**src/common/dwt_defs.svh**
```systemverilog
// Register map, field positions and reset values of the wait-state block.
// Assumes a 12-bit APB byte address; each register takes one aligned word.
`ifndef DWT_DEFS_SVH
`define DWT_DEFS_SVH

`define DWT_IDX_CTRL 10'h001
`define DWT_IDX_STAT 10'h002
`define DWT_ADDR_CTRL {`DWT_IDX_CTRL, 2'b00}
`define DWT_ADDR_STAT {`DWT_IDX_STAT, 2'b00}
`define DWT_CTRL_RST 8'hC0
`define DWT_IO_WS_HI 7
`define DWT_IO_WS_LO 6
`define DWT_WS16_HI 5
`define DWT_WS16_LO 4
`define DWT_WS8_HI 3
`define DWT_WS8_LO 2
`define DWT_MEMR_NODLY 1
`define DWT_CLK_FAST 0
`define DWT_PORT_RTC 8'h70

`endif

```
**src/common/dwt_pkg.sv**
```systemverilog
// Types shared by the wait-state block.
// Assumes nothing of its surroundings.
`default_nettype none
package dwt_pkg;
  typedef enum logic [1:0] {ST_IDLE, ST_SYNC, ST_CMD} dwt_state_t;
endpackage
`default_nettype wire

```
**src/rtl/dwt_dma_seq.sv**
```systemverilog
// DMA command strobe sequencer, stepping on the transfer-clock enable.
// Assumes start, hold and tick come from logic on pclk.
`include "dwt_defs.svh"
`default_nettype none
module dwt_dma_seq (
  input wire logic pclk,
  input wire logic presetn,
  input wire logic tick,
  input wire logic start,
  input wire logic wide,
  input wire logic mem_to_io,
  input wire logic memr_nodelay,
  input wire logic [1:0] ws16,
  input wire logic [1:0] ws8,
  input wire logic hold,
  output logic ior_n,
  output logic iow_n,
  output logic memr_n,
  output logic memw_n,
  output logic busy,
  output logic done,
  output logic stretch
);
  dwt_pkg::dwt_state_t st_q, st_d;
  logic [2:0] cnt_q, cnt_d, lim_q, lim_d;
  logic m2io_q, m2io_d, nodly_q, nodly_d;
  logic ior_n_q, ior_n_d, iow_n_q, iow_n_d, memr_n_q, memr_n_d, memw_n_q, memw_n_d;
  logic done_q, done_d, stretch_q, stretch_d;
  logic busy_q, busy_d;

  always_comb
  begin
    st_d = st_q;
    cnt_d = cnt_q;
    lim_d = lim_q;
    m2io_d = m2io_q;
    nodly_d = nodly_q;
    ior_n_d = ior_n_q;
    iow_n_d = iow_n_q;
    memr_n_d = memr_n_q;
    memw_n_d = memw_n_q;
    done_d = 1'b0;
    stretch_d = 1'b0;
    case (st_q)
      dwt_pkg::ST_IDLE:
      begin
        if (start)
        begin
          lim_d = {1'b0, wide ? ws16 : ws8} + 3'h1;
          m2io_d = mem_to_io;
          nodly_d = memr_nodelay;
          st_d = dwt_pkg::ST_SYNC;
        end
      end
      dwt_pkg::ST_SYNC:
      begin
        if (tick)
        begin
          cnt_d = 3'h0;
          st_d = dwt_pkg::ST_CMD;
          iow_n_d = ~m2io_q;
          ior_n_d = m2io_q;
          memw_n_d = m2io_q;
          // undelayed read strobe follows the I/O strobe
          memr_n_d = ~(m2io_q & nodly_q);
        end
      end
      dwt_pkg::ST_CMD:
      begin
        stretch_d = hold;
        if (tick)
        begin
          // delayed read strobe comes one transfer clock later
          if (m2io_q)
            memr_n_d = 1'b0;
          // low time is the wait count plus one transfer clock
          if (cnt_q != lim_q)
            cnt_d = cnt_q + 3'h1;
          // local timing may hold the command longer
          else if (!hold)
          begin
            ior_n_d = 1'b1;
            iow_n_d = 1'b1;
            memr_n_d = 1'b1;
            memw_n_d = 1'b1;
            done_d = 1'b1;
            st_d = dwt_pkg::ST_IDLE;
          end
        end
      end
      default:
        st_d = dwt_pkg::ST_IDLE;
    endcase
    // Registered so the busy output comes straight from a flop
    busy_d = (st_d != dwt_pkg::ST_IDLE);
  end

  always_ff @(posedge pclk or negedge presetn)
  begin
    if (!presetn)
    begin
      st_q <= dwt_pkg::ST_IDLE;
      cnt_q <= 3'h0;
      lim_q <= 3'h1;
      m2io_q <= 1'b0;
      nodly_q <= 1'b0;
      ior_n_q <= 1'b1;
      iow_n_q <= 1'b1;
      memr_n_q <= 1'b1;
      memw_n_q <= 1'b1;
      done_q <= 1'b0;
      stretch_q <= 1'b0;
      busy_q <= 1'b0;
    end
    else
    begin
      st_q <= st_d;
      cnt_q <= cnt_d;
      lim_q <= lim_d;
      m2io_q <= m2io_d;
      nodly_q <= nodly_d;
      ior_n_q <= ior_n_d;
      iow_n_q <= iow_n_d;
      memr_n_q <= memr_n_d;
      memw_n_q <= memw_n_d;
      done_q <= done_d;
      stretch_q <= stretch_d;
      busy_q <= busy_d;
    end
  end

  assign ior_n = ior_n_q;
  assign iow_n = iow_n_q;
  assign memr_n = memr_n_q;
  assign memw_n = memw_n_q;
  assign busy = busy_q;
  assign done = done_q;
  assign stretch = stretch_q;

  property p_memr_delay;
    @(posedge pclk) disable iff (!presetn)
    $fell(iow_n_q) && !nodly_q |-> memr_n_q ##[1:2] !memr_n_q;
  endproperty
  a_memr_delay: assert property (p_memr_delay) else $error("read strobe not delayed one transfer clock");

  property p_memr_same;
    @(posedge pclk) disable iff (!presetn)
    $fell(iow_n_q) && nodly_q |-> !memr_n_q;
  endproperty
  a_memr_same: assert property (p_memr_same) else $error("read strobe not aligned with I/O strobe");

  property p_min_low;
    @(posedge pclk) disable iff (!presetn)
    $fell(iow_n_q) || $fell(ior_n_q) |-> (!iow_n_q || !ior_n_q) [*2];
  endproperty
  a_min_low: assert property (p_min_low) else $error("command low shorter than two cycles");

  property p_ws_count;
    @(posedge pclk) disable iff (!presetn)
    $rose(memw_n_q) || $rose(iow_n_q) |-> $past(cnt_q) == $past(lim_q);
  endproperty
  a_ws_count: assert property (p_ws_count) else $error("command released before wait count");

  property p_hold;
    @(posedge pclk) disable iff (!presetn)
    st_q == dwt_pkg::ST_CMD && cnt_q == lim_q && hold |=> (st_q == dwt_pkg::ST_CMD) && stretch_q;
  endproperty
  a_hold: assert property (p_hold) else $error("local hold did not stretch command");
endmodule // dwt_dma_seq
`default_nettype wire

```
**src/rtl/dwt_top.sv**
```systemverilog
// Wait-state timing for expansion-bus I/O and DMA cycles, with APB registers.
// Assumes io/dma request inputs come from pclk logic; iochrdy_in is a pin.
// Functional notes
// - Peripheral-core I/O gets one to four bus-clock waits from bits 7:6 via IOCHRDY.
// - Port 70h is outside the peripheral core and gets no programmed waits.
// - 16-bit DMA inserts one to four transfer-clock waits from bits 5:4.
// - 8-bit DMA inserts one to four transfer-clock waits from bits 3:2.
// - DMA waits lengthen the write command; one wait gives two transfer clocks low.
// - Local timing may stretch DMA cycles beyond the count, pulling IOCHRDY.
// - Bit 1 clear delays MEMR one transfer clock after IOW; set aligns them.
// - Control register resets to C0h; 00h is the usual setting.
//
// The implementer's own choice: register access over APB.
`include "dwt_defs.svh"
`default_nettype none
module dwt_top (
  input wire logic pclk,
  input wire logic presetn,
  input wire logic psel,
  input wire logic penable,
  input wire logic pwrite,
  input wire logic [11:0] paddr,
  input wire logic [31:0] pwdata,
  output logic [31:0] prdata,
  output logic pready,
  output logic pslverr,
  input wire logic io_cycle,
  input wire logic [7:0] io_port,
  input wire logic dma_start,
  input wire logic dma_wide,
  input wire logic dma_mem_to_io,
  input wire logic local_hold,
  input wire logic iochrdy_in,
  output logic iochrdy_out,
  output logic iochrdy_oe,
  output logic ior_n,
  output logic iow_n,
  output logic memr_n,
  output logic memw_n,
  output logic dma_busy,
  output logic dma_done
);
  function automatic logic core_port(input logic [7:0] p);
    core_port = (p <= 8'h0F) || (p >= 8'h20 && p <= 8'h23) || (p >= 8'h40 && p <= 8'h43) ||
                (p == 8'h71) || (p >= 8'h80 && p <= 8'h8F) || (p == 8'hA0) || (p == 8'hA1) ||
                (p >= 8'hC0 && p <= 8'hDF);
  endfunction

  logic [7:0] ctrl_q, ctrl_d;
  logic [31:0] prdata_q, prdata_d;
  logic pready_q, pready_d, pslverr_q, pslverr_d;
  logic rdy_s1_q, rdy_s2_q;
  logic io_cycle_q, io_start;
  logic [2:0] io_cnt_q, io_cnt_d;
  logic tick_q, tick_d;
  logic oe_q, oe_d;
  logic seq_stretch, seq_busy;
  logic wr_ctrl, acc;

  // APB slave: one wait cycle, registered answer
  assign acc = psel & penable & ~pready_q;
  assign wr_ctrl = psel & penable & pready_q & pwrite & (paddr == `DWT_ADDR_CTRL);

  always_comb
  begin
    ctrl_d = ctrl_q;
    pready_d = acc;
    prdata_d = 32'h0000_0000;
    pslverr_d = 1'b0;
    if (wr_ctrl)
      ctrl_d = pwdata[7:0];
    if (acc)
    begin
      if (paddr == `DWT_ADDR_CTRL)
        prdata_d = {24'h00_0000, ctrl_q};
      else if (paddr == `DWT_ADDR_STAT)
        prdata_d = {26'h000_0000, rdy_s2_q, seq_busy, oe_q, io_cnt_q};
      else
        pslverr_d = 1'b1;
    end
  end

  always_ff @(posedge pclk or negedge presetn)
  begin
    if (!presetn)
    begin
      ctrl_q <= `DWT_CTRL_RST;
      pready_q <= 1'b0;
      prdata_q <= 32'h0000_0000;
      pslverr_q <= 1'b0;
    end
    else
    begin
      ctrl_q <= ctrl_d;
      pready_q <= pready_d;
      prdata_q <= prdata_d;
      pslverr_q <= pslverr_d;
    end
  end

  // Pin sampled through two flops before status reads it
  always_ff @(posedge pclk or negedge presetn)
  begin
    if (!presetn)
    begin
      rdy_s1_q <= 1'b1;
      rdy_s2_q <= 1'b1;
    end
    else
    begin
      rdy_s1_q <= iochrdy_in;
      rdy_s2_q <= rdy_s1_q;
    end
  end

  // I/O wait counter, counted in bus clocks
  assign io_start = io_cycle & ~io_cycle_q;

  always_comb
  begin
    io_cnt_d = io_cnt_q;
    if (io_cnt_q != 3'h0)
      io_cnt_d = io_cnt_q - 3'h1;
    // load one to four waits; port 70h is skipped by the decode
    else if (io_start && core_port(io_port))
      io_cnt_d = {1'b0, ctrl_q[`DWT_IO_WS_HI:`DWT_IO_WS_LO]} + 3'h1;
  end

  // transfer clock enable: every cycle or every other cycle
  always_comb
  begin
    tick_d = ctrl_q[`DWT_CLK_FAST] ? 1'b1 : ~tick_q;
  end

  // IOCHRDY pulled low for I/O waits and DMA stretch
  always_comb
  begin
    oe_d = (io_cnt_d != 3'h0) | seq_stretch;
  end

  always_ff @(posedge pclk or negedge presetn)
  begin
    if (!presetn)
    begin
      io_cycle_q <= 1'b0;
      io_cnt_q <= 3'h0;
      tick_q <= 1'b0;
      oe_q <= 1'b0;
    end
    else
    begin
      io_cycle_q <= io_cycle;
      io_cnt_q <= io_cnt_d;
      tick_q <= tick_d;
      oe_q <= oe_d;
    end
  end

  dwt_dma_seq u_seq (
    .pclk(pclk),
    .presetn(presetn),
    .tick(tick_q),
    .start(dma_start),
    .wide(dma_wide),
    .mem_to_io(dma_mem_to_io),
    .memr_nodelay(ctrl_q[`DWT_MEMR_NODLY]),
    .ws16(ctrl_q[`DWT_WS16_HI:`DWT_WS16_LO]),
    .ws8(ctrl_q[`DWT_WS8_HI:`DWT_WS8_LO]),
    .hold(local_hold),
    .ior_n(ior_n),
    .iow_n(iow_n),
    .memr_n(memr_n),
    .memw_n(memw_n),
    .busy(seq_busy),
    .done(dma_done),
    .stretch(seq_stretch)
  );

  assign dma_busy = seq_busy;
  assign prdata = prdata_q;
  assign pready = pready_q;
  assign pslverr = pslverr_q;
  assign iochrdy_out = 1'b0;
  assign iochrdy_oe = oe_q;

  property p_io_ws_min;
    @(posedge pclk) disable iff (!presetn)
    io_start && core_port(io_port) && io_cnt_q == 3'h0 && ctrl_q[7:6] == 2'b00
      |=> io_cnt_q == 3'h1 ##1 io_cnt_q == 3'h0;
  endproperty
  a_io_ws_min: assert property (p_io_ws_min) else $error("one I/O wait not given");

  property p_io_ws_max;
    @(posedge pclk) disable iff (!presetn)
    io_start && core_port(io_port) && io_cnt_q == 3'h0 && ctrl_q[7:6] == 2'b11
      |=> (io_cnt_q != 3'h0) [*4] ##1 io_cnt_q == 3'h0;
  endproperty
  a_io_ws_max: assert property (p_io_ws_max) else $error("four I/O waits not given");

  property p_port70;
    @(posedge pclk) disable iff (!presetn)
    io_start && io_port == `DWT_PORT_RTC && io_cnt_q == 3'h0 |=> io_cnt_q == 3'h0;
  endproperty
  a_port70: assert property (p_port70) else $error("port 70h received wait states");

  property p_reset_val;
    @(posedge pclk)
    $rose(presetn) |-> ctrl_q == 8'hC0;
  endproperty
  a_reset_val: assert property (p_reset_val) else $error("control register reset value wrong");

  property p_slow_tick;
    @(posedge pclk) disable iff (!presetn)
    !ctrl_q[0] && tick_q |=> !tick_q;
  endproperty
  a_slow_tick: assert property (p_slow_tick) else $error("slow transfer clock ticked twice");

  property p_fast_tick;
    @(posedge pclk) disable iff (!presetn)
    ctrl_q[0] |=> tick_q;
  endproperty
  a_fast_tick: assert property (p_fast_tick) else $error("fast transfer clock missed a cycle");

  property p_ctrl_write;
    @(posedge pclk) disable iff (!presetn)
    wr_ctrl |=> ctrl_q == $past(pwdata[7:0]);
  endproperty
  a_ctrl_write: assert property (p_ctrl_write) else $error("control write not stored");
endmodule // dwt_top
`default_nettype wire

```
**config.mk**
```make
export PLATFORM = sky130hd
export DESIGN_NAME = dwt_top
export DESIGN_NICKNAME = d
export VERILOG_FILES = /design/src/common/dwt_pkg.sv /design/src/rtl/dwt_dma_seq.sv /design/src/rtl/dwt_top.sv
export VERILOG_INCLUDE_DIRS = /design/src /design/src/common
export SDC_FILE = /design/constraint.sdc
export NUM_CORES = 1
export LEC_CHECK = 0
export BUFFER_PORTS_ARGS = -buffer_cell sky130_fd_sc_hd__buf_2
export CAP_MARGIN = 25
export CORE_UTILIZATION = 50
export CTS_BUF_LIST = sky130_fd_sc_hd__clkbuf_16
export DETAILED_ROUTE_END_ITERATION = 6
export PLACE_DENSITY_LB_ADDON = 0.3
export REMOVE_ABC_BUFFERS = 1
export SLEW_MARGIN = 30
export SYNTH_ARGS = -nofsm -noshare
export SYNTH_HDL_FRONTEND = slang
export SYNTH_HIERARCHICAL = 1
export SYNTH_SLANG_ARGS = --single-unit
export TNS_END_PERCENT = 10
```
**constraint.sdc**
```tcl
create_clock -name pclk -period 3.05 [get_ports pclk]
set_clock_uncertainty 0.1 [all_clocks]
set_input_delay 0.1525 -clock pclk [delete_from_list [all_inputs] [get_ports pclk]]
set_output_delay 0.1525 -clock pclk [all_outputs]
set_load 0.1 [all_outputs]
```
== Yosys cells after proc, flatten, opt, wreduce, memory -nomap -nowiden ==
Cells that the tools add are included.
W data, S select, Z words.

* Flip-flop bits (word level): 66
* Input port bits: 63
* Word-level logic and storage cells: 119

* Add/sub/neg operators: 4
* Order comparisons: 9
* Eq/ne operators: 13
* Muxes and demuxes: 38
* Bitwise logic cells: 13
* Reductions and logical operators: 21

{| class="wikitable"
|+ Operators by type and width
! kind !! number
|-
| $mux W32 || 1
|-
| $mux W1 || 19
|-
| $eq A8 B8 Y1 const B || 2
|-
| $ge A8 B8 Y1 const B || 2
|-
| $le A8 B8 Y1 const B || 2
|-
| $mux W3 || 5
|-
| $eq A12 B3 Y1 const B || 1
|-
| $eq A12 B4 Y1 const B || 1
|-
| $mux W2 || 6
|-
| $eq A8 B7 Y1 const B || 1
|-
| $ge A8 B6 Y1 const B || 1
|-
| $ge A8 B7 Y1 const B || 1
|-
| $le A8 B4 Y1 const B || 1
|-
| $le A8 B6 Y1 const B || 1
|-
| $le A8 B7 Y1 const B || 1
|-
| $mux W8 || 1
|-
| $ne A2 B2 Y1 const B || 4
|-
| $and A1 B1 Y1 || 7
|-
| $logic_or A1 B1 Y1 || 7
|-
| $add A2 B1 Y3 const B || 2
|-
| $mux W6 || 1
|-
| $pmux W1 S2 || 3
|-
| $pmux W2 S3 || 1
|-
| $pmux W3 S2 || 1
|-
| other kinds (16) || 26
|}

== Depth between registers and ports, before layout ==
Gate-level depths: netlist of run 1.

* Depth after elaboration: 14
* Depth in mapped cells: 7
* Depth with buffers taken out: 7

== Cells and area by module ==
The synthesis of run 1 kept the hierarchy.

{| class="wikitable"
|+ Modules (own cells, without submodules)
! module !! instances !! cells each !! area an instance (µm²) !! sequential area each (µm²)
|-
| dwt_top || 1 || 120 || 1382.6 || 655.6
|-
| dwt_dma_seq || 1 || 71 || 799.5 || 405.4
|}

== Worst setup path after synthesis of run 1 ==
No wires, ideal clock.

* Path kind: register -> register
* Start point: reg pready_q, in the netlist pready
* End point: reg ctrl_q[0]
* Setup time: 0.125 ns
* Arrival time: 1.821 ns
* Required time: 2.825 ns
* Setup slack: 1.004 ns
* Stages on the path, launching flop included: 5
* Buffers on the path: 1
* Clock period less this slack: 2.046 ns
* Cells stage by stage: dfrtp_1 -> nand3_1 -> or3_1 -> buf_6 -> mux2_4

* Word-level cells in the longest chain between the ends: 3

{| class="wikitable"
|+ RTL lines
! element !! line !! RTL
|-
| start: declaration || dwt_top.sv:51 || <nowiki>logic pready_q, pready_d, pslverr_q, pslverr_d;</nowiki>
|-
| start signal: assignment || dwt_top.sv:95 || <nowiki>pready_q <= pready_d;</nowiki>
|-
| $and A1 B1 Y1 (3 in series) || dwt_top.sv:62 || <nowiki>assign wr_ctrl = psel & penable & pready_q & pwrite & (paddr == `DWT_ADDR_CTRL);</nowiki>
|-
| end signal: assignment || dwt_top.sv:87 || <nowiki>ctrl_q <= `DWT_CTRL_RST;</nowiki>
|-
| end signal: assignment || dwt_top.sv:94 || <nowiki>ctrl_q <= ctrl_d;</nowiki>
|-
| end: declaration || dwt_top.sv:49 || <nowiki>logic [7:0] ctrl_q, ctrl_d;</nowiki>
|}

No other way between the ends.
A chain may end at the register's enable or synchronous reset.

== Worst setup path after layout of run 1 ==
* Start point: reg io_cnt_q[0]
* End point: reg oe_q, in the netlist iochrdy_oe

* Word-level cells in the longest chain between the ends: 4
* Elaborated cells on any way between the ends: 6

{| class="wikitable"
|+ RTL lines
! element !! line !! RTL
|-
| start: declaration || dwt_top.sv:54 || <nowiki>logic [2:0] io_cnt_q, io_cnt_d;</nowiki>
|-
| start signal: assignment || dwt_top.sv:153 || <nowiki>io_cnt_q <= io_cnt_d;</nowiki>
|-
| $sub A3 B1 Y3 or $reduce_bool A3 Y1 (tied branches) || dwt_top.sv:123, dwt_top.sv:122 ||
|-
| $mux W3 (*) || dwt_top.sv:122 || <nowiki>if (io_cnt_q != 3'h0)</nowiki>
|-
| net io_cnt_d[1] || dwt_top.sv:54 ||
|-
| $reduce_bool A3 Y1 (*) || dwt_top.sv:138 || <nowiki>oe_d = (io_cnt_d != 3'h0) | seq_stretch;</nowiki>
|-
| $or A1 B1 Y1 (*) || dwt_top.sv:138 ||
|-
| net oe_d || dwt_top.sv:56 || <nowiki>logic oe_q, oe_d;</nowiki>
|-
| end signal: assignment || dwt_top.sv:148 || <nowiki>oe_q <= 1'b0;</nowiki>
|-
| end signal: assignment || dwt_top.sv:155 || <nowiki>oe_q <= oe_d;</nowiki>
|-
| end: declaration || dwt_top.sv:56 ||
|}

The timed path passes the listed nets; every way through them passes the cells marked *.

==> results of run 1 <==
metal layers:
| layer | track usage (%) | vias to the layer above | routed length, µm |
|---|---|---|---|
| met3 | 6.167 | 9 | 305 |
| met1 | 22.31 | 713 | 1798 |
| li1 | - | 749 | - |
| met5 | 0 | - | 0 |
| met2 | 30.39 | 85 | 1797 |
| met4 | 8.594 | 0 | 80 |
sequential cells by signal, summed over array words and instances (netlist names):
register,count
ctrl_q,8
io_cnt_q,3
io_cycle_q,1
iochrdy_oe,1
prdata,8
pready,1
pslverr,1
rdy_s1_q,1
rdy_s2_q,1
tick_q,1
u_seq/busy,1
u_seq/cnt_q,3
u_seq/done,1
u_seq/iow_n,1
u_seq/lim_q,3
u_seq/m2io_q,1
u_seq/memr_n,1
u_seq/memw_n,1
u_seq/nodly_q,1
u_seq/st_q,2
u_seq/stretch,1
worst max path at each step:
stage                                     start                     to  slack [ns]  depth (start not counted)
final                     io_cnt_q[0]$_DFF_PN0_   iochrdy_oe$_DFF_PN0_        0.92                          7
after global placement                 paddr[2]  ctrl_q[1]$_DFFE_PN0P_        0.98                          5
after global routing      io_cnt_q[0]$_DFF_PN0_   iochrdy_oe$_DFF_PN0_        0.84                          7
after CTS                 io_cnt_q[0]$_DFF_PN0_   iochrdy_oe$_DFF_PN0_        0.92                          7
after detailed placement  io_cnt_q[0]$_DFF_PN0_   iochrdy_oe$_DFF_PN0_        0.94                          7
after floorplan                pready$_DFF_PN0_  ctrl_q[0]$_DFFE_PN0P_        0.92                          3
synth_stat cells (all sizes together):
library cell,n
nand2,5
o22ai,1
o2bb2ai,1
nand4bb,1
clkbuf,4
o21ai,4
or2,1
nor2,16
o21bai,1
buf,28
nor2b,5
o311ai,1
a41oi,1
inv,8
and2,2
nand2b,3
conb,1
or3,2
xnor2,3
nand3,5
a311oi,4
or4,2
a21o,1
bufinv,1
o21a,1
a32oi,1
a22o,2
dfrtp,34
a22oi,6
a31oi,3
and3,3
ha,5
o211ai,2
a221oi,2
mux2i,4
nor4,2
dfstp,8
a21oi,3
mux2,14
stage by stage:
| step | hold WS (ns) | std cells | area (µm²) |
|---|---|---|---|
| 6_report | 0.01119 | 305 | 2641 |
| 4_1_cts | 0.0008667 | 304 | 2629 |
| 5_1_grt | 0.006054 | 305 | 2641 |
| 2_1_floorplan | -0.2431 | 183 | 2046 |
| 3_5_place_dp | 0.1590 | 288 | 2384 |
| 3_3_place_gp | 0.1587 | 288 | 2384 |
cells by family (layout without fill, tap and decap cells):
logic type | count (synthesis) | after routing
buffers and inverters | 41 | 81
other | 1 | 25
adder cells (fa/ha/maj) | 5 | 5
AND/OR/NAND/NOR | 47 | 47
flip-flops | 42 | 42
multiplexers | 18 | 18
XOR/XNOR | 3 | 3
AO/OA/AOI/OAI | 34 | 34
report_power, final:
part	internal [mW]	total [mW]	switching [mW]
registers	0.667	0.761	0.0941
clock network	0.383	0.589	0.207
logic	0.241	0.884	0.643
critical path: cells and delay by family, from the launching register on:
| family | cells | cell delay (ns) |
|---|---|---|
| compound gates | 2 | 0.36 |
| buf+inv | 2 | 0.30 |
| simple gates | 1 | 0.50 |
| fa+ha+maj | 2 | 0.34 |
| flops | 1 | 0.40 |
cell type report:
cell class | instances | area share, %
inverters | 9 | 1.800
repair buffers | 64 | 13.93
clock inverters | 3 | 1.516
well taps | 50 | 2.369
clock buffers | 5 | 4.737
flip-flops and latches | 42 | 40.17
multi-input cells | 132 | 35.48
timing repair:
action,CTS,global route
endpoints found under the setup margin,0,0
endpoints found under the hold margin,41,1
hold buffers,8,1
==> results.md, run 1 <==
- Detailed Route WL: 3980 µm
- Port bufs: 55
- Worst hold path cell count: 2
- Clk_lat worst skew: 0.29 ns
- WL per Instance: 13.05 µm
- GPL Wtd Cong: 0.8331
- Final slew viol count: 0
- Adder-cell share of the synthesized area: 2.867%
- Vias per cell: 5.102
- H-tree depth: 2
- Cts repair resizes: 0
- CP Launch Type: flop
- FF+latch count, synth: 42
- Die X: 68.06 µm
- P per Cell Area: 846.0 nW/µm²
- Hold Path End: ctrl_q[2]$_DFFE_PN0P_
- Final core utilization: 64.64%
- Row count: 23
- Reg clk slew, reported paths: 0.06 ns
- Layout area overhead: 21.04%
- Initial antenna violation count: 0
- Critical path endpoint category: flop
- Vias: 1556
- Multiplexer share of the synthesized area: 10.44%
- CTS max path bufs: 2
- Critical Path RT: 3.10 ns
- Worst Hold Launch: pwdata[2]
- DRC viols: 0
- CTS tree: built
- Worst-path fanout max: 7
- Filler Cell Count: 340
- Initial Util: 53.40%
- Compound-Gate Fraction of Synth Area: 12.27%
- CORE AREA: 4086 µm²
- Slew headroom: 57.25%
- Total track usage: 18.71%
- DP Wirelength: 2865 µm
- Maxcap violations: 0
- Slowest CP cell: or4_1
- Synthesis Warnings: 6
- Final setup viols: 0
- CTS buffer count: 5
- Largest net degree at the start of global routing: 43
- R2R setup slack: 0.92 ns
- Setup Crit Path Kind: reg -> reg
- Largest area contributor in the netlist: dfrtp_1
- Pwr Total: 2.235 mW
- Simple-gate share of the synthesized area: 11.87%
- Antenna cells: 0
- Outcome: complete, no violations
- Commonest non-fill, non-tap cell in the layout: buf_2
- Worst Max-Slew Pin Slew: 0.6400 ns
- Register area share after synthesis: 48.62%
- Main combinational cell family by area after synthesis: buffers and inverters
- Pre-CTS worst setup slack: 0.9393 ns
- # clock sinks: 42
- Layout cell share with drive strength beyond 1: 37.25%
- Setup ws final: 0.9211 ns
- ANT nets after route: 0
- Starting DRT DRC Count: 93
- Die area: 4632 µm²
- Multi-input gate area: 937.1 µm²
- Worst Path Arrival: 2.18 ns
- Hold Fails Final Rpt: 0
- CP cell instances: inv_1, ha_1, ha_1, bufinv_8, a311oi_1, a221oi_1, or4_1
- CP dominant cell by count: ha_1
- I/O pin count: 105
- First-pass GRT wire length: 6106 µm
- Final net count: 322
- Tcrit/Tclk final: 69.80%
- Setup bufs post-CTS: 0
- GR Overflow Total: 0
- Reg-to-reg critical path startpoint: io_cnt_q[0]$_DFF_PN0_
- Mapped Area: 2182 µm²
- Crit path largest cell delay: 0.50 ns
- CTS root buf: clkbuf_16
- Hold Crit Class: in -> reg
- Netlist cell types: 48
- Minimum clock period: 2.129 ns
- Final setup TNS: 0 ns
- R2R depth: 7
- Most frequent cells in the layout: buf_2, dfrtp_1, conb_1, nor2_1, dlygate4sd3_1
- Vias in the first global route: 1393
- Cells after synthesis: 191
- Fmax: 0.4697 GHz
- Static Leak: 1.381 nW
- DIE HEIGHT: 68.06 µm
- Worst vdd ir: 335.8 µV
- Largest cells by area after synthesis: dfrtp_1, dfstp_2, buf_4
- Syn avg cell area: 11.42 µm²
- XOR/XNOR Fraction of Synth Area: 1.204%
- RSZ-0062 raised after global routing: false
- First-pass DRT Iterations: 4
- RR Endpoint: iochrdy_oe$_DFF_PN0_
- Register Area: 1061 µm²
- Yosys top cell area share: 38.99%
Note: power is estimated with default switching activity, not from simulation.
==> run 2: changes to the inputs <==
CORE_UTILIZATION = 42   (was 50)
clock period = 1.93 ns   (was 3.05 ns; I/O delays follow)
==> results.md, run 2 (synthesis results as in run 1) <==
- Outcome: complete, no violations (unchanged)
- First-pass GRT wire length: 6858 µm (was 6106 µm)
- CORE AREA: 4848 µm² (was 4086 µm²)
- Commonest non-fill, non-tap cell in the layout: buf_2 (unchanged)
- Maxcap violations: 0 (unchanged)
- Starting DRT DRC Count: 95 (was 93)
- CP Launch Type: flop (unchanged)
- Worst hold path cell count: 3 (was 2)
- Critical Path RT: 1.98 ns (was 3.10 ns)
- DIE HEIGHT: 74.08 µm (was 68.06 µm)
- DP Wirelength: 3123 µm (was 2865 µm)
- Layout cell share with drive strength beyond 1: 40.96% (was 37.25%)
- Setup ws final: 0.07408 ns (was 0.9211 ns)
- Fmax: 0.5388 GHz (was 0.4697 GHz)
- Tcrit/Tclk final: 96.16% (was 69.80%)
- I/O pin count: 105 (unchanged)
- First-pass DRT Iterations: 4 (unchanged)
- Row count: 25 (was 23)
- Reg clk slew, reported paths: 0.06 ns (about the same)
- Minimum clock period: 1.856 ns (was 2.129 ns)
- R2R depth: 7 (unchanged)
- H-tree depth: 2 (unchanged)
- WL per Instance: 12.57 µm (was 13.05 µm)
- CTS buffer count: 5 (unchanged)
- Hold Crit Class: in -> reg (unchanged)
- RSZ-0062 raised after global routing: false (unchanged)
- GR Overflow Total: 0 (unchanged)
- Worst Path Arrival: 1.90 ns (was 2.18 ns)
- Layout area overhead: 29.36% (was 21.04%)
- Initial antenna violation count: 0 (unchanged)
- ANT nets after route: 0 (unchanged)
- Die X: 74.08 µm (was 68.06 µm)
- # clock sinks: 42 (unchanged)
- Pre-CTS worst setup slack: -0.1422 ns (was 0.9393 ns)
- Worst-path fanout max: 6 (was 7)
- DRC viols: 0 (unchanged)
- Final setup viols: 0 (unchanged)
- Total track usage: 17.18% (was 18.71%)
- Port bufs: 55 (unchanged)
- P per Cell Area: 1283 nW/µm² (was 846.0 nW/µm²)
- Setup Crit Path Kind: reg -> reg (unchanged)
- Hold Worst Slack: 0.007774 ns (was 0.01119 ns)
- Hold Fails Final Rpt: 0 (unchanged)
- Clk_lat worst skew: 0.28 ns (was 0.29 ns)
- Slew headroom: 64.73% (was 57.25%)
- Worst vdd ir: 608.7 µV (was 335.8 µV)
- Most frequent cells in the layout: buf_2, dfrtp_1, conb_1, nor2_1, dlygate4sd3_1 (unchanged)
- CTS root buf: clkbuf_16 (unchanged)
- GPL Wtd Cong: 0.8011 (was 0.8331)
- Final net count: 338 (was 322)
- Worst Max-Slew Pin Slew: 0.5279 ns (was 0.6400 ns)
- Initial Util: 45.01% (was 53.40%)
- Critical path endpoint category: flop (unchanged)
- Vias in the first global route: 1502 (was 1393)
- Final slew viol count: 0 (unchanged)
- CTS tree: built (unchanged)
- CTS max path bufs: 2 (unchanged)
- Static Leak: 1.443 nW (was 1.381 nW)
- Vias per cell: 4.778 (was 5.102)
- Detailed Route WL: 4250 µm (was 3980 µm)
- Antenna cells: 0 (unchanged)
- Die area: 5488 µm² (was 4632 µm²)
- Vias: 1615 (was 1556)
- Largest net degree at the start of global routing: 23 (was 43)
==> run 2: repair_timing <==
action / in CTS / in global routing
hold buffers: 15 / 0
buffers inserted: 3 / 0
endpoints found under the setup margin: 1 / 0
hold endpoints to repair: 29 / 0
resized for setup: 10 / 0
==> run 2: area by class of cell <==
cell class	instances	area (µm²)
fillers	429	2026
multi-input cells	132	980.9
repair buffers	80	513.0
clock buffers	5	125.1
clock inverters	3	17.52
well taps	67	83.83
flip-flops and latches	42	1061
inverters	9	41.29
==> run 2: where the power goes <==
| part | total, mW | internal [mW] | switching (mW) |
|---|---|---|---|
| logic | 1.64 | 0.520 | 1.12 |
| registers | 1.19 | 1.05 | 0.135 |
| clock network | 0.797 | 0.474 | 0.324 |
| total | 3.62 | 2.05 | 1.58 |
==> run 2: per-layer routing <==
layer / share of wire, % / wire [µm] / track usage (%)
met4: 1.7 / 72 / 6.838
met2: 49 / 2073 / 29.49
met3: 5.8 / 246 / 4.472
met1: 44 / 1857 / 20.58
met5: 0 / 0 / 0
==> run 2: worst max-delay path, cell delays in order, from the launching register on <==
cell and delay [ns]:
dfrtp_1 0.39, inv_2 0.08, ha_4 0.14, ha_4 0.16
inv_8 0.04, a311oi_2 0.20, a221oi_2 0.08, or4_1 0.53
==> run 2: worst paths after layout <==
kind	slack, ns	from	end
max	0.07	io_cnt_q[1]$_DFF_PN0_	iochrdy_oe$_DFF_PN0_
min	0.008	local_hold	u_seq/memr_n$_DFFE_PN1P_
max reg2reg	0.07	io_cnt_q[1]$_DFF_PN0_	iochrdy_oe$_DFF_PN0_
min reg2reg	0.26	rdy_s1_q$_DFF_PN1_	rdy_s2_q$_DFF_PN1_
max in group asynchronous	0.96	presetn	ctrl_q[6]$_DFFE_PN1P_
min in group asynchronous	0.21	presetn	u_seq/done$_DFF_PN0_
==> run 2: metrics by stage <==
stage               util (%)  instances  power [mW]  setup TNS, ns  area, µm²
finish                 58.22        338       3.623              0       2823
global route           58.22        338       3.816              0       2823
CTS                    58.22        338       3.635              0       2823
detailed placement     50.94        312       2.684        -0.1422       2470
global placement       50.94        312       2.661        -0.1034       2470
floorplan                  -        183       2.347         -1.555       2046
==> run 3: changes to the inputs <==
SYNTH_HIERARCHICAL = default   (was 1)
==> results.md, run 3 <==
- Final setup viols: 0 (unchanged)
- # clock sinks: 42 (unchanged)
- Worst-path fanout max: 2 (was 6)
- Fmax: 0.5425 GHz (was 0.5388 GHz)
- WL per Instance: 12.57 µm (about the same)
- CTS max path bufs: 2 (unchanged)
- Hold Fails Final Rpt: 0 (unchanged)
- Clk_lat worst skew: 0.28 ns (about the same)
- Register area share after synthesis: 48.93% (was 48.62%)
- Setup Crit Path Kind: reg -> reg (unchanged)
- CP top delay family: compound AO/OA/AOI/OAI gates (was simple AND/OR/NAND/NOR gates)
- Register Area: 1061 µm² (unchanged)
- Worst vdd ir: 770.0 µV (was 608.7 µV)
- CP Launch Type: flop (unchanged)
- Slowest CP cell: or3_4 (was or4_1)
- Synthesis Warnings: 0 (was 6)
- Vias in the first global route: 1607 (was 1502)
- Minimum clock period: 1.843 ns (was 1.856 ns)
- Asr flop ratio synth: 100.0% (unchanged)
- Final Instance Count excl. Fillers: 347 (was 338)
- R2R depth: 5 (was 7)
- Row count: 25 (unchanged)
- Crit path largest cell delay: 0.39 ns (was 0.53 ns)
- Worst Hold Launch: dma_start (was local_hold)
- Static Leak: 1.448 nW (was 1.443 nW)
- ANT nets after route: 0 (unchanged)
- Tcrit/Tclk final: 95.50% (was 96.16%)
- Number of synthesized flops with an enable pin: 0 (unchanged)
- Yosys top cell area share: 39.24% (was 38.99%)
- Most common cell in the netlist: dfrtp_1 (unchanged)
- WP buf/inv: 0 (was 2)
- Top cells by count, synth: dfrtp_1, buf_4, nand2_1 (was dfrtp_1, buf_4, nor2_1)
- P per Cell Area: 1315 nW/µm² (was 1283 nW/µm²)
- Detailed Route WL: 4361 µm (was 4250 µm)
- Largest cells by area after synthesis: dfrtp_1, dfstp_2, buf_4 (unchanged)
- Setup bufs post-CTS: 0 (was 3)
- First-pass DRT Iterations: 4 (unchanged)
- Reg clk slew, reported paths: 0.06 ns (about the same)
- Final setup TNS: 0 ns (unchanged)
- Pwr Total: 3.670 mW (was 3.623 mW)
- Initial Util: 44.72% (was 45.01%)
- CTS buffer count: 5 (unchanged)
- Largest net degree at the start of global routing: 24 (was 23)
- Reg-to-reg critical path startpoint: io_cycle_q$_DFF_PN0_ (was io_cnt_q[1]$_DFF_PN0_)
- GR Overflow Total: 0 (unchanged)
- Vias: 1653 (was 1615)
- Outcome: complete, no violations (unchanged)
- Crit path depth: 5 (was 7)
- I/O pin count: 105 (unchanged)
- Setup ws final: 0.08681 ns (was 0.07408 ns)
- Critical path endpoint category: flop (unchanged)
- Multi-input gate area: 957.2 µm² (was 980.9 µm²)
- Die area: 5454 µm² (was 5488 µm²)
- Hold Path End: u_seq.st_q[0]$_DFF_PN0_ (was u_seq/memr_n$_DFFE_PN1P_)
- Initial antenna violation count: 0 (unchanged)
- H-tree depth: 2 (unchanged)
- First-pass GRT wire length: 7086 µm (was 6858 µm)
- Fin area: 2790 µm² (was 2823 µm²)
- Hold Crit Class: in -> reg (unchanged)
- Die X: 73.85 µm (was 74.08 µm)
- DP Wirelength: 3105 µm (was 3123 µm)
- Pre-CTS worst setup slack: -0.001676 ns (was -0.1422 ns)
- Critical Path RT: 1.99 ns (was 1.98 ns)
- Synth Flop Type: dfrtp_1 (unchanged)
- Starting DRT DRC Count: 59 (was 95)
- Layout cell share with drive strength beyond 1: 31.43% (was 40.96%)
- Antenna cells: 0 (unchanged)
- CTS tree: built (unchanged)
- Worst Path Arrival: 1.91 ns (was 1.90 ns)
- R2R setup slack: 0.09 ns (was 0.07 ns)
- DIE HEIGHT: 73.85 µm (was 74.08 µm)
- Largest area contributor in the netlist: dfrtp_1 (unchanged)
- Syn avg cell area: 10.73 µm² (was 11.42 µm²)
- Maxcap violations: 0 (unchanged)
- FF+latch count, synth: 42 (unchanged)
- Port bufs: 55 (unchanged)
- Layout area overhead: 28.68% (was 29.36%)
- CP cell instances: nand2b_4, a311o_1, or3_4, o211a_1, a211o_1 (was inv_2, ha_4, ha_4, inv_8, a311oi_2, a221oi_2, or4_1)
- Worst hold path cell count: 3 (unchanged)
- DRC viols: 0 (unchanged)
- DP Area: 2484 µm² (was 2470 µm²)
- Hold Worst Slack: 0.01061 ns (was 0.007774 ns)
- Final net count: 347 (was 338)
- Commonest non-fill, non-tap cell in the layout: buf_2 (unchanged)
- Cells after synthesis: 202 (was 191)
- CTS root buf: clkbuf_16 (unchanged)
- RSZ-0062 raised after global routing: false (unchanged)
- CORE AREA: 4848 µm² (unchanged)
- RR Endpoint: iochrdy_oe$_DFF_PN0_ (unchanged)
- Vias per cell: 4.764 (was 4.778)
- Final core utilization: 57.55% (was 58.22%)
- Final slew viol count: 0 (unchanged)
- Total track usage: 17.56% (was 17.18%)
- Mapped Area: 2168 µm² (was 2182 µm²)
- Most frequent cells in the layout: buf_2, dfrtp_1, conb_1, nand2_1, dlygate4sd3_1 (was buf_2, dfrtp_1, conb_1, nor2_1, dlygate4sd3_1)
- Filler Cell Count: 435 (was 429)
- Cell Count Post-Placement: 325 (was 312)
- Netlist cell types: 42 (was 48)
- GPL Wtd Cong: 0.8322 (was 0.8011)
## run 3: cell count changes after synthesis, sizes merged, moves of 3 or more
cell / change
a311oi: -4
a22o: +5
inv: -3
nor2: -3
clkbuf: +3
xnor2: -3
o21ai: +3
nand2: +9
xor2: +3
## run 3: cells by family after synthesis
kind of cell             after synthesis  share of synthesized area, %
AND/OR/NAND/NOR                       61                         15.12
flip-flops                            42                         48.93
buffers and inverters                 38                         11.08
AO/OA/AOI/OAI                         34                         11.48
multiplexers                          18                         9.117
adder cells (fa/ha/maj)                5                         2.885
XOR/XNOR                               3                         1.212
other                                  1                        0.1729
## run 3: worst max-delay path by stage
stage	startpoint	to
floorplan	pready$_DFF_PN0_	ctrl_q[0]$_DFFE_PN0P_
global placement	io_cycle_q$_DFF_PN0_	iochrdy_oe$_DFF_PN0_
detailed placement	io_cycle_q$_DFF_PN0_	iochrdy_oe$_DFF_PN0_
CTS	io_cycle_q$_DFF_PN0_	iochrdy_oe$_DFF_PN0_
global route	io_cycle_q$_DFF_PN0_	iochrdy_oe$_DFF_PN0_
finish	io_cycle_q$_DFF_PN0_	iochrdy_oe$_DFF_PN0_
## run 3: area by class of cell
cell class	count	area share, %
repair buffers	79	18.03
clock buffers	5	4.484
flip-flops and latches	42	38.03
multi-input cells	146	34.30
clock inverters	3	1.480
well taps	67	3.004
inverters	5	0.6726
## run 3: power by group
part / switching [mW] / total, mW / internal, mW
logic: 1.08 / 1.54 / 0.467
clock network: 0.322 / 0.927 / 0.605
registers: 0.146 / 1.20 / 1.06
total: 1.54 / 3.67 / 2.13
## run 3: tightest hold or removal path, stage by stage
cell and delay, ns:
buf_2 0.08, mux2i_1 0.05, nor2_1 0.11
## run 3: layer usage
metal | share of wire, % | vias up | GRT usage [%] | wire length, µm
met1 | 45 | 772 | 21.73 | 1972
met3 | 5.1 | 6 | 3.292 | 224
met2 | 48 | 70 | 29.05 | 2099
li1 | - | 805 | - | -
met4 | 1.5 | 0 | 9.188 | 64
met5 | 0 | - | 0 | 0
## run 3: repair_timing
item	4_1_cts	5_1_grt
hold endpoints to repair	28	0
setup endpoints to repair	1	1
gates resized for setup	0	0
pin swaps	1	3
hold buffers	14	0
